File: config.mk
export PLATFORM = sky130hd
export DESIGN_NAME = pwm_unit
export DESIGN_NICKNAME = d
export VERILOG_FILES = /design/src/logic/pwm_pkg.sv /design/src/logic/pwm_gen.sv /design/src/logic/pwm_unit.sv
export SDC_FILE = /design/constraint.sdc
export NUM_CORES = 2
export LEC_CHECK = 0
export BUFFER_PORTS_ARGS = -buffer_cell sky130_fd_sc_hd__buf_2
export CAP_MARGIN = 30
export CORE_MARGIN = 4
export CORE_UTILIZATION = 57
export DETAILED_ROUTE_END_ITERATION = 8
export GPL_ROUTABILITY_DRIVEN = 0
export PLACE_DENSITY = 0.82
export SYNTH_ARGS = -nofsm -noshare
export SYNTH_HDL_FRONTEND = slang
export SYNTH_HIERARCHICAL = 1
export SYNTH_SLANG_ARGS = --single-unit
File: constraint.sdc
create_clock -name aclk -period 4.44 [get_ports aclk]
set_clock_uncertainty 0.05 [all_clocks]
set_input_delay 0 -clock aclk [delete_from_list [all_inputs] [get_ports aclk]]
set_output_delay 0 -clock aclk [all_outputs]
set_load 0.02 [all_outputs]
File: src/logic/pwm_pkg.sv
// Shared constants and carrier types for the pulse width unit.
// Assumes one 20 MHz clock and a synchronous active-low reset.
// How it works
// - Four independent generators plus one shared output control stage.
// - Every generator drives two outputs that may run independently.
// - Optionally the two outputs form a complementary pair with dead bands.
// - Each generator has its own interrupt and trigger output.
// - Control stage sets polarity, pin enable, sync, fault kill, status.
// - Each generator has one 16-bit down or up/down counter, two compares.
// - Eight pins; pins 2g and 2g+1 belong to generator g.
// - Comparator A sets the pulse width of the even pin.
// - Comparator B sets the pulse width of the odd pin.
// - Down mode counts period to zero, then reloads: left aligned.
// - Up/down mode counts zero to period and back: center aligned.
// - Sync mode holds new values until a software sync event.
// - New period and widths take effect only with the counter at zero.
`default_nettype none
package pwm_pkg;
  localparam int NGEN = 4;
  localparam int NPIN = 8;
  localparam int AW   = 8;
  // Register byte offsets.
  localparam logic [7:0] OFF_CTRL   = 8'h00;
  localparam logic [7:0] OFF_SYNC   = 8'h04;
  localparam logic [7:0] OFF_OUTEN  = 8'h08;
  localparam logic [7:0] OFF_INVERT = 8'h0C;
  localparam logic [7:0] OFF_FSUP   = 8'h10;
  localparam logic [7:0] OFF_ISTAT  = 8'h14;
  localparam logic [7:0] OFF_ICLR   = 8'h18;
  localparam logic [7:0] OFF_IEN    = 8'h1C;
  // Generator g sits at (g + GEN_FIRST) * 16, word offsets below.
  localparam logic [3:0] GEN_FIRST  = 4'h2;
  localparam logic [3:0] GEN_LAST   = 4'h5;
  localparam logic [3:0] OFF_LOAD   = 4'h0;
  localparam logic [3:0] OFF_CMPA   = 4'h4;
  localparam logic [3:0] OFF_CMPB   = 4'h8;
  localparam logic [3:0] OFF_DBAND  = 4'hC;
  // Field positions of the control register and the fault bit of the status register.
  localparam int CTRL_EN   = 0;
  localparam int CTRL_UD   = 4;
  localparam int CTRL_SYNC = 8;
  localparam int CTRL_DB   = 12;
  localparam int IST_FAULT = 4;
  localparam logic [1:0] RESP_OKAY   = 2'h0;
  localparam logic [1:0] RESP_SLVERR = 2'h2;
  localparam logic [15:0] CNT_ZERO   = 16'h0000;

  // Counter direction, one-hot.
  typedef enum logic [1:0] {
    DIR_UP   = 2'b01,
    DIR_DOWN = 2'b10
  } dir_t;

  // Period, compare and dead band values of one generator.
  typedef struct packed {
    logic [15:0] load;
    logic [15:0] cmpa;
    logic [15:0] cmpb;
    logic [15:0] rise;
    logic [15:0] fall;
  } gen_cfg_t;

  // Mode bits of one generator.
  typedef struct packed {
    logic en;
    logic updown;
    logic dband;
  } gen_mode_t;
endpackage
`default_nettype wire

File: src/logic/pwm_gen.sv
// One generator: counter, two comparators and dead band stage.
// Assumes the shadow values and update permission come from the control stage.
`default_nettype none
module pwm_gen (
  // Clock and reset.
  input  wire logic           aclk,
  input  wire logic           aresetn,
  // Configuration.
  input  wire pwm_pkg::gen_mode_t mode,
  input  wire pwm_pkg::gen_cfg_t  shadow,
  input  wire logic           upd_ok,
  // Status and waveforms.
  output logic                upd_took,
  output logic                zero_pulse,
  output logic                first_pair_output,
  output logic                second_pair_output
);
  import pwm_pkg::*;

  typedef struct packed {
    gen_cfg_t    cfg;
    logic [15:0] cnt;
    dir_t        dir;
    logic [15:0] dcnt;
    logic        aq;
    logic        a;
    logic        b;
    logic        zero;
    logic        took;
  } gstate_t;

  gstate_t s;
  gstate_t n;
  logic [15:0] lp;
  logic        araw;
  logic        braw;

  ////////////////////////////////////////////////////////////////////////
  // Counter, compare and dead band next state.
  always_comb begin
    n      = s;
    n.zero = 1'b0;
    n.took = 1'b0;
    lp     = upd_ok ? shadow.load : s.cfg.load;
    araw   = mode.en && (s.cnt >= s.cfg.cmpa);
    braw   = mode.en && (s.cnt >= s.cfg.cmpb);
    if (mode.en) begin
      if (s.cnt == CNT_ZERO) begin
        n.zero = 1'b1;
        if (upd_ok) begin
          n.cfg  = shadow;
          n.took = 1'b1;
        end
        if (mode.updown) begin
          n.cnt = (lp == CNT_ZERO) ? CNT_ZERO : 16'h0001;
          n.dir = DIR_UP;
        end else begin
          n.cnt = lp;
          n.dir = DIR_DOWN;
        end
      end else if (mode.updown && s.dir == DIR_UP) begin
        if (s.cnt >= s.cfg.load) begin
          n.dir = DIR_DOWN;
          n.cnt = s.cnt - 16'h0001;
        end else begin
          n.cnt = s.cnt + 16'h0001;
        end
      end else begin
        n.cnt = s.cnt - 16'h0001;
      end
    end
    // Dead band: after each edge of A both outputs rest low for a count.
    if (!mode.en || !mode.dband) begin
      n.dcnt = CNT_ZERO;
      n.aq   = araw;
      n.a    = araw;
      n.b    = braw;
    end else begin
      if (araw != s.aq) begin
        n.aq   = araw;
        n.dcnt = araw ? s.cfg.rise : s.cfg.fall;
      end else if (s.dcnt != CNT_ZERO) begin
        n.dcnt = s.dcnt - 16'h0001;
      end
      n.a = n.aq && (n.dcnt == CNT_ZERO);
      n.b = !n.aq && (n.dcnt == CNT_ZERO);
    end
  end

  // State register.
  always_ff @(posedge aclk) begin
    if (!aresetn) begin
      s <= '0;
    end else begin
      s <= n;
    end
  end

  // Outputs straight from flip-flops.
  assign upd_took           = s.took;
  assign zero_pulse         = s.zero;
  assign first_pair_output  = s.a;
  assign second_pair_output = s.b;
endmodule // pwm_gen
`default_nettype wire

File: src/logic/pwm_unit.sv
// Pulse width unit top: register slave, four generators, output control.
// Assumes an AXI4-Lite master on aclk and a synchronous fault input.
//
// Decided for this implementation: the AXI4-Lite register port and the register addresses.
`default_nettype none
module pwm_unit (
  // Clock and reset.
  input  wire logic        aclk,
  input  wire logic        aresetn,
  // AXI4-Lite write address and data.
  input  wire logic [7:0]  awaddr,
  input  wire logic        awvalid,
  output logic             awready,
  input  wire logic [31:0] wdata,
  input  wire logic [3:0]  wstrb,
  input  wire logic        wvalid,
  output logic             wready,
  // AXI4-Lite write response.
  output logic [1:0]       bresp,
  output logic             bvalid,
  input  wire logic        bready,
  // AXI4-Lite read.
  input  wire logic [7:0]  araddr,
  input  wire logic        arvalid,
  output logic             arready,
  output logic [31:0]      rdata,
  output logic [1:0]       rresp,
  output logic             rvalid,
  input  wire logic        rready,
  // Fault input, high while the power stage reports a fault.
  input  wire logic        fault_in,
  // Pins pin_out_zero to pin_out_seven.
  output logic [7:0]       pin_out,
  // Per generator interrupt and trigger, shared interrupt.
  output logic [3:0]       gen_irq,
  output logic [3:0]       gen_trig,
  output logic             irq
);
  import pwm_pkg::*;

  typedef struct packed {
    logic                  aw_ok;
    logic                  w_ok;
    logic [7:0]            waddr;
    logic [31:0]           wd;
    logic [3:0]            ws;
    logic                  bv;
    logic [1:0]            br;
    logic                  rv;
    logic [1:0]            rr;
    logic [31:0]           rd;
    logic [15:0]           ctrl;
    logic [7:0]            outen;
    logic [7:0]            inv;
    logic [7:0]            sup;
    logic [4:0]            ien;
    logic [4:0]            ist;
    logic [3:0]            pend;
    gen_cfg_t [NGEN-1:0]   cfg;
    logic [7:0]            pins;
  } tstate_t;

  tstate_t   s;
  tstate_t   n;
  logic [3:0] upd_ok;
  logic [3:0] took;
  logic [3:0] zero;
  logic [7:0] raw;
  gen_mode_t [NGEN-1:0] mode;

  ////////////////////////////////////////////////////////////////////////
  // Address decoding helpers, shared by the read and write paths, and the byte-enable merge of the write path.

  // True for any mapped register word.
  function automatic logic addr_mapped(input logic [7:0] a);
    logic hit;
    hit = 1'b0;
    if (a[7:4] >= GEN_FIRST && a[7:4] <= GEN_LAST) begin
      hit = 1'b1;
    end else if (a[7:2] <= OFF_IEN[7:2]) begin
      hit = 1'b1;
    end
    return hit;
  endfunction

  // True when the word belongs to a generator block.
  function automatic logic addr_is_gen(input logic [7:0] a);
    return (a[7:4] >= GEN_FIRST) && (a[7:4] <= GEN_LAST);
  endfunction

  // Generator number of a generator word.
  function automatic logic [1:0] gen_of(input logic [7:0] a);
    logic [3:0] d;
    d = a[7:4] - GEN_FIRST;
    return d[1:0];
  endfunction

  // Applies byte enables to a 32-bit value.
  function automatic logic [31:0] merge(input logic [31:0] old,
                                        input logic [31:0] nw,
                                        input logic [3:0]  st);
    logic [31:0] r;
    r = old;
    for (int i = 0; i < 4; i++) begin
      if (st[i]) begin
        r[8*i +: 8] = nw[8*i +: 8];
      end
    end
    return r;
  endfunction

  ////////////////////////////////////////////////////////////////////////
  // Generator instances generator_block_zero to generator_block_three.
  generate
    for (genvar g = 0; g < NGEN; g++) begin : g_gen
      assign mode[g].en     = s.ctrl[CTRL_EN + g];
      assign mode[g].updown = s.ctrl[CTRL_UD + g];
      assign mode[g].dband  = s.ctrl[CTRL_DB + g];
      // Sync mode waits for a pending sync event; otherwise free.
      assign upd_ok[g] = !s.ctrl[CTRL_SYNC + g] || s.pend[g];

      pwm_gen u_gen (
        .aclk               (aclk),
        .aresetn            (aresetn),
        .mode               (mode[g]),
        .shadow             (s.cfg[g]),
        .upd_ok             (upd_ok[g]),
        .upd_took           (took[g]),
        .zero_pulse         (zero[g]),
        .first_pair_output  (raw[2*g]),
        .second_pair_output (raw[2*g+1])
      );
    end
  endgenerate

  ////////////////////////////////////////////////////////////////////////
  // Next state of the register file, bus slave and pin stage.
  always_comb begin
    logic [31:0] rv;
    logic [31:0] cur;
    logic [4:0]  clr;
    logic [3:0]  syn;
    logic [1:0]  g;
    rv  = 32'h0000_0000;
    cur = 32'h0000_0000;
    clr = 5'h00;
    syn = 4'h0;
    g   = 2'h0;
    n   = s;

    // Capture write address and data in either order.
    if (awvalid && !s.aw_ok) begin
      n.aw_ok = 1'b1;
      n.waddr = awaddr;
    end
    if (wvalid && !s.w_ok) begin
      n.w_ok = 1'b1;
      n.wd   = wdata;
      n.ws   = wstrb;
    end
    if (bready) begin
      n.bv = 1'b0;
    end

    // Perform a write once both halves are held and no answer waits.
    if (s.aw_ok && s.w_ok && !s.bv) begin
      n.aw_ok = 1'b0;
      n.w_ok  = 1'b0;
      n.bv    = 1'b1;
      n.br    = addr_mapped(s.waddr) ? RESP_OKAY : RESP_SLVERR;
      if (addr_is_gen(s.waddr)) begin
        g = gen_of(s.waddr);
        unique case (s.waddr[3:0])
          OFF_LOAD: begin
            cur = merge({16'h0000, s.cfg[g].load}, s.wd, s.ws);
            n.cfg[g].load = cur[15:0];
          end
          OFF_CMPA: begin
            cur = merge({16'h0000, s.cfg[g].cmpa}, s.wd, s.ws);
            n.cfg[g].cmpa = cur[15:0];
          end
          OFF_CMPB: begin
            cur = merge({16'h0000, s.cfg[g].cmpb}, s.wd, s.ws);
            n.cfg[g].cmpb = cur[15:0];
          end
          OFF_DBAND: begin
            cur = merge({s.cfg[g].fall, s.cfg[g].rise}, s.wd, s.ws);
            n.cfg[g].rise = cur[15:0];
            n.cfg[g].fall = cur[31:16];
          end
          default: begin
            cur = 32'h0000_0000;
          end
        endcase
      end else begin
        unique case (s.waddr[7:2])
          OFF_CTRL[7:2]: begin
            cur    = merge({16'h0000, s.ctrl}, s.wd, s.ws);
            n.ctrl = cur[15:0];
          end
          OFF_SYNC[7:2]: begin
            cur = merge(32'h0000_0000, s.wd, s.ws);
            syn = cur[3:0];
          end
          OFF_OUTEN[7:2]: begin
            cur     = merge({24'h000000, s.outen}, s.wd, s.ws);
            n.outen = cur[7:0];
          end
          OFF_INVERT[7:2]: begin
            cur   = merge({24'h000000, s.inv}, s.wd, s.ws);
            n.inv = cur[7:0];
          end
          OFF_FSUP[7:2]: begin
            cur   = merge({24'h000000, s.sup}, s.wd, s.ws);
            n.sup = cur[7:0];
          end
          OFF_ICLR[7:2]: begin
            cur = merge(32'h0000_0000, s.wd, s.ws);
            clr = cur[4:0];
          end
          OFF_IEN[7:2]: begin
            cur   = merge({27'h0000000, s.ien}, s.wd, s.ws);
            n.ien = cur[4:0];
          end
          default: begin
            cur = 32'h0000_0000;
          end
        endcase
      end
    end

    // Read path: one outstanding read, answer one cycle later.
    if (rready) begin
      n.rv = 1'b0;
    end
    if (arvalid && !s.rv) begin
      if (addr_is_gen(araddr)) begin
        g = gen_of(araddr);
        unique case (araddr[3:0])
          OFF_LOAD:  rv = {16'h0000, s.cfg[g].load};
          OFF_CMPA:  rv = {16'h0000, s.cfg[g].cmpa};
          OFF_CMPB:  rv = {16'h0000, s.cfg[g].cmpb};
          OFF_DBAND: rv = {s.cfg[g].fall, s.cfg[g].rise};
          default:   rv = 32'h0000_0000;
        endcase
      end else begin
        unique case (araddr[7:2])
          OFF_CTRL[7:2]:   rv = {16'h0000, s.ctrl};
          OFF_OUTEN[7:2]:  rv = {24'h000000, s.outen};
          OFF_INVERT[7:2]: rv = {24'h000000, s.inv};
          OFF_FSUP[7:2]:   rv = {24'h000000, s.sup};
          OFF_ISTAT[7:2]:  rv = {27'h0000000, s.ist};
          OFF_IEN[7:2]:    rv = {27'h0000000, s.ien};
          default:         rv = 32'h0000_0000;
        endcase
      end
      n.rv = 1'b1;
      n.rd = rv;
      n.rr = addr_mapped(araddr) ? RESP_OKAY : RESP_SLVERR;
    end

    // Sync events: a new request wins over the clear by the generator.
    n.pend = (s.pend & ~took) | syn;

    // Sticky status: a new event wins over a software clear.
    n.ist = (s.ist & ~clr) | {fault_in, zero};

    // Output stage: polarity, pin enable and fault suppression.
    for (int i = 0; i < NPIN; i++) begin
      n.pins[i] = s.outen[i] && !(fault_in && s.sup[i])
                  && (raw[i] ^ s.inv[i]);
    end
  end

  ////////////////////////////////////////////////////////////////////////
  // State register.
  always_ff @(posedge aclk) begin
    if (!aresetn) begin
      s <= '0;
    end else begin
      s <= n;
    end
  end

  ////////////////////////////////////////////////////////////////////////
  // Port drive.
  assign awready  = !s.aw_ok;
  assign wready   = !s.w_ok;
  assign bvalid   = s.bv;
  assign bresp    = s.br;
  assign arready  = !s.rv;
  assign rvalid   = s.rv;
  assign rdata    = s.rd;
  assign rresp    = s.rr;
  assign pin_out  = s.pins;
  assign gen_trig = zero;
  assign gen_irq  = s.ist[3:0] & s.ien[3:0];
  assign irq      = |(s.ist & s.ien);
endmodule // pwm_unit
`default_nettype wire

======== Word level (Yosys, flattened, before mapping) ========
Index checks and enable logic that the tools add are counted.
word-level totals
  memories ................................ 0
  output and inout bits ................... 58
  register bits after elaboration ......... 942
  bits of input ports ..................... 60
  memory bits (writable) .................. 0
  bits in read-only memories .............. 0
  word-level logic and storage cells ...... 467
  bits in latches ......................... 0
operators by class
  multipliers ............................. 0
  shift operators ......................... 0
  bitwise gates (word level) .............. 18
  equal/unequal tests ..................... 25
  reductions and logical operators ........ 148
  div/mod/pow operators ................... 0
  magnitude comparators ................... 21
  multiplexer cells ....................... 150
  add/subtract/negate cells ............... 14
operators with widths
  cell                                                                   count
  320-bit bitwise mux                                                    5
  320-bit case mux with 4 select lines                                   1
  80-bit demux with 2-bit select                                         5
  16-bit two-way mux                                                     29
  80-bit binary-select mux with 2-bit select                             2
  8-bit two-way mux                                                      40
  80-bit two-way mux                                                     3
  16-bit greater-or-equal comparator                                     12
  16-bit zero test                                                       12
  18-bit two-way mux                                                     8
  32-bit case mux with 4 select lines                                    1
  16-bit by 1-bit subtractor with 16-bit output, second input constant   8
  16-bit case mux with 6 select lines                                    1
  16-bit by 1-bit adder with 16-bit output, second input constant        4
  32-bit two-way mux                                                     2
  64-bit two-way mux                                                     1
  16-bit nonzero test                                                    4
  1-bit logical AND                                                      52
  48-bit two-way mux                                                     1
  3-bit AND reduction                                                    13
  6-bit by 3-bit equality test with 1-bit output, second input constant  6
  35-bit two-way mux                                                     1
  1-bit zero test                                                        28
  2-bit two-way mux                                                      14
  33 further kinds                                                       123

======== Longest topological paths before layout ========
  depth in word-level cells ............... 10
  mapped depth ............................ 16
  mapped depth without buffers ............ 14

======== Modules after synthesis ========
The synthesis kept the hierarchy.
modules (own cells, without submodules)
  module                         instances  area each (µm²)  cells each  sequential area each (µm²)
  pwm_unit                       1          23555.1          2565        9288.9
  pwm_gen at g_gen[0].u_gen ...  3          6829.0           889         2382.3
  pwm_gen at g_gen[1].u_gen      1          6940.4           900         2382.3

======== Least setup slack after synthesis ========
OpenSTA, ideal clock, no wires.
  kind .................................... register to register
  from .................................... reg g_gen[0].u_gen/s[37] in the netlist's numbering
  to ...................................... reg g_gen[0].u_gen.s (netlist bit g_gen[0].u_gen/second_pair_output)
  path buffers ............................ 3
  cell stages (with the launch flop) ...... 13
  library setup time ...................... 0.101 ns
  slack ................................... 0.167 ns
  clock period less this slack ............ 4.273 ns
  data required time ...................... 4.289 ns
  arrival time ............................ 4.122 ns
  path through ............................ dfxtp_1 > ha_1 > nand4_1 > or4_1 > o21ai_1 > clkbuf_1 > buf_1 > ha_1 > clkbuf_1 > or3b_2 > a211oi_1 > nand4b_1 > o41ai_1
on the way
  word-level cells in the longest chain between the ends .. 8
  elaborated cells between the ends (all ways) .. 14
  those cells by class .................... 2 x order compare; 1 x eq/ne; 6 x mux; 5 x reduce/logical
RTL lines
  what                                                         line                          text
  start, declared                                              pwm_gen.sv:32                 gstate_t s;
  start signal, assigned                                       pwm_gen.sv:95                 s <= n;
  16-bit greater-or-equal comparator                           pwm_gen.sv:45                 araw = mode.en && (s.cnt >= s.cfg.cmpa);
  1-bit logical AND                                            pwm_gen.sv:45
  16-bit two-way mux or 1-bit inequality test (tied branches)  pwm_gen.sv:81, pwm_gen.sv:79
  16-bit two-way mux or 1-bit two-way mux (tied branches)      pwm_gen.sv:79                 if (araw != s.aq) begin
  16-bit two-way mux or 1-bit two-way mux (tied branches)      pwm_gen.sv:73                 if (!mode.en || !mode.dband) begin
  16-bit zero test or 1-bit zero test (tied branches)          pwm_gen.sv:86                 n.b = !n.aq && (n.dcnt == CNT_ZERO);
  1-bit logical AND                                            pwm_gen.sv:86
  3-bit two-way mux *                                          pwm_gen.sv:73
Every way passes the cells marked *; elsewhere a longest branch is shown, timed or not. The select of a mux whose other input is x is not followed.
A chain may end at the register's enable or synchronous reset.

======== Worst setup path in the final report ========
  from .................................... reg g_gen[1].u_gen/s[23] in the netlist's numbering
  to ...................................... reg g_gen[1].u_gen.s (netlist bit g_gen[1].u_gen/first_pair_output)
on the way
  word-level cells in the longest chain between the ends .. 8
  elaborated cells between the ends (all ways) .. 11
  those cells by class .................... 1 x order compare; 1 x eq/ne; 6 x mux; 3 x reduce/logical
RTL lines
  what                                                         line                          text
  start, declared                                              pwm_gen.sv:32
  start signal, assigned                                       pwm_gen.sv:95
  16-bit greater-or-equal comparator *                         pwm_gen.sv:45
  1-bit logical AND *                                          pwm_gen.sv:45
  16-bit two-way mux or 1-bit inequality test (tied branches)  pwm_gen.sv:81, pwm_gen.sv:79
  16-bit two-way mux                                           pwm_gen.sv:79
  16-bit two-way mux                                           pwm_gen.sv:73
  16-bit zero test                                             pwm_gen.sv:85                 n.a = n.aq && (n.dcnt == CNT_ZERO);
  1-bit logical AND                                            pwm_gen.sv:85
  3-bit two-way mux *                                          pwm_gen.sv:73
Marks and branches as above.

==> results list <==
* Setup tns final: 0 ns
- Dividing total power by cell area gives a power density of 320 mW/mm².
- Yosys printed 6 warnings.
- Number of buffer cells added on primary ports: 115
* EDFF count, synth: 0
* TritonCTS sink count: 940
* Simple-gate share of the synthesized area: 0.207
- Highest signal layer in the routed design: met5
- Critical path's top delay family: simple AND/OR/NAND/NOR gates
* Max rail drop VDD: 0.343 mV
* Minimum hold slack: 0.0564 ns
- The routed design has 175000 µm of wire.
- Element type at the critical path end: flop
* Area of the mapped netlist: 0.0510 mm²
- Gate count after technology mapping: 6132
- The worst hold path passes through 4 cells.
* Clock edge transition at the registers on the reported setup and hold paths: 0.06 ns
- TritonCTS created 98 clock buffers.
- Async SR Flop Fraction: 0
* Worst setup path class: reg -> reg
- Cell area after layout: 0.0565 mm²
- By area, the combinational part of the netlist is dominated by simple AND/OR/NAND/NOR gates.
- The library cell used most frequently in the layout, excluding fill and tap cells, is nand2_1.
- P_leak: 20.6 nW
- Via count of the first global-routing pass: 45500
- After detailed routing, the met3 layer carries 27300 µm of wire.
* Overall routing resource usage: 0.358
- CTS tree: yes
- Buffers added to address setup during post-CTS repair amount to 0.
- The region available for standard cell placement spans 0.0885 mm².
- Number of distinct standard cells referenced by the synthesized netlist: 98
- Post-synthesis area per instance: 8.31 µm²
- Via-to-Cell Ratio: 6.50
* I/O Pins: 118
- Violation count after the first detailed-route iteration: 7560
- The critical path goes through inv_1 -> ha_1 -> nand2b_1 -> a2111oi_4 -> a2111oi_2 -> o31ai_4 -> inv_2 -> ha_2 -> clkinvlp_4 -> a211oi_2 -> a21oi_1 -> or4_1 -> or4_4 -> a21boi_2.
- H-tree Lvls: 3
- The run finished with clean final reports.
- The die covers 0.0943 mm².
* Die Y: 307 µm
- At the end of the flow, the number of nets in the layout was 6407.
* Highest net fanout along the worst path: 10
- The tool flagged a number of max-cap violations equal to 0.
* Critical Path RT: 5.02 ns
* Max-slew violation count: 0
* Main synth FF type: dfxtp_1
- RSZ-0062 raised after global routing: false
- Detailed routing placed a total of 72200 µm of wire on met2.
- The first global-routing pass estimated 265000 µm of wire.
* Compound-cell area share of the yosys netlist: 0.187
* Area growth from synthesis to layout: 10.8%
- In the final layout, the share of cells above drive strength 1 is 0.124.
- Static timing analysis puts the maximum clock frequency at 240 MHz.
* Number of register bits inferred by synthesis: 940
- For this run the aggregate overflow at the end of global routing stands at 0.
* Metal1 wirelength: 63700 µm
* Wire length per cell: 23.7 µm
- Share of the core filled with cells: 0.638
- For the pin with the worst max-slew slack, the measured transition is 1.06 ns.
- Number of failing setup endpoints in the final timing report: 0
- Die X: 307 µm
- The slowest stage of the critical path belongs to the cell or4_4.
- Crit path largest cell delay: 0.56 ns
* Fraction of the mapped netlist area in adder cells: 0.0530
- Overall power consumption: 18.1 mW
- Post-detailed-placement cell area: 0.0522 mm²
* Final-report hold violation count: 0
- Pre-Repair DR Iteration Count: 7
- Fraction of synthesized cell area in xor and xnor cells: 0.00908
- Subtracting the final worst setup slack from the clock period gives 4.17 ns.
- Placement Rows: 109
* CTS Root Buffer Type: clkbuf_16
* Final period util: 0.940
- After detailed routing, the number of remaining DRC violations is 0.
- The detail route stage leaves a number of antenna-violating nets equal to 0.
- The min-delay analysis places its worst path in the category in -> reg.
* Relative max-transition margin: 0.295
* Fraction of the yosys area taken by sequential cells: 0.369
- Counting both buffers and inverters, the worst setup path holds a total of 3.
- Instance count on the critical path: 14
- Proportion of synthesized area in mux cells: 0.114
* Commonest non-fill, non-tap cells in the layout: nand2_1, dfxtp_1, a21oi_1
- For this block, the via count after detailed routing is 48000.
- Clock tree buffer depth: 3
* Number of antenna violations at the first check in global routing: 13
* Worst setup SP type: flop
* Pin count of the biggest net entering global routing: 232
- The wire-length estimate of the detail-placed layout is 125000 µm.
- The initial utilization of the core area, before any placement, comes to 0.576.
- Skew-Pair Late Insertion Delay: 0.70 ns
- Data arrival time of the critical path: 4.76 ns
- Cell count of the worst reg-to-reg path: 14
## power by group
group / leakage [nW] / internal (mW) / switching (mW) / total, mW
sequential: 7.58 / 8.47 / 0.0921 / 8.56
combinational: 11.3 / 0.270 / 0.445 / 0.714
clock: 1.69 / 5.09 / 3.70 / 8.78
## path summary, 6_finish.rpt
| path | to | slack, ns | startpoint |
|---|---|---|---|
| max reg2reg | g_gen[1].u_gen/first_pair_output | 0.27 | g_gen[1].u_gen/s[23] |
| max | g_gen[1].u_gen/first_pair_output | 0.27 | g_gen[1].u_gen/s[23] |
| min | rdata[0] | 0.06 | araddr[4] |
| min reg2reg | g_gen[2].u_gen/s[60] | 0.40 | g_gen[2].u_gen/s[60] |
## synthesized netlist by cell type, types with 54 or more instances
master,count,area [µm²]
dfxtp_1,940,18800
buf_2,60,300
ha_1,216,2700
mux2_2,65,732
inv_1,297,1110
nand3_1,87,435
o21ai_0,167,836
a21boi_1,254,1910
nand2_1,1627,6110
a21oi_1,453,2270
nor2b_1,63,394
mux4_2,160,3600
nor3_1,87,435
a21boi_0,107,803
nor2_1,216,811
clkbuf_1,280,1050
mux2i_1,146,1460
nor4_1,54,338
## worst min-delay path: stages
cell	delay, ns
buf_4	0.31
o2111ai_1	0.18
nand3_1	0.09
o21bai_1	0.11
## cell families after synthesis
family | count (synthesis)
multiplexers | 371
XOR/XNOR | 52
AO/OA/AOI/OAI | 1432
adder cells (fa/ha/maj) | 216
buffers and inverters | 723
AND/OR/NAND/NOR | 2397
other | 1
flip-flops | 940
## metrics by stage
stage	std cells	setup slack, ns
final	7387	0.266
after global routing	7381	0.0549
after CTS	7380	0.172
after detailed placement	7119	0.199
after global placement	7119	0.357
after floorplan	6133	0.167
## area by class of cell
type / count / area [µm²]
tap: 1165 / 1460
multi-input combinational: 4470 / 29100
clock buffer: 138 / 2880
antenna: 7 / 17.5
fill: 6896 / 32000
sequential: 940 / 18800
inverter: 300 / 1130
clock inverter: 46 / 597
timing repair buffer: 321 / 2430
## metal layers
layer,vias to the layer above,global-route usage
met5,-,0
met4,18,0.208
met3,772,0.127
met2,3370,0.522
met1,22600,0.460
li1,21300,-
## what timing repair did
item                                    in CTS  in global routing
resized for setup                            0                  2
hold endpoints to repair                   135                  0
hold buffers                                77                  0
endpoints found under the setup margin       0                  2
Note: power is estimated with default switching activity, not from simulation.
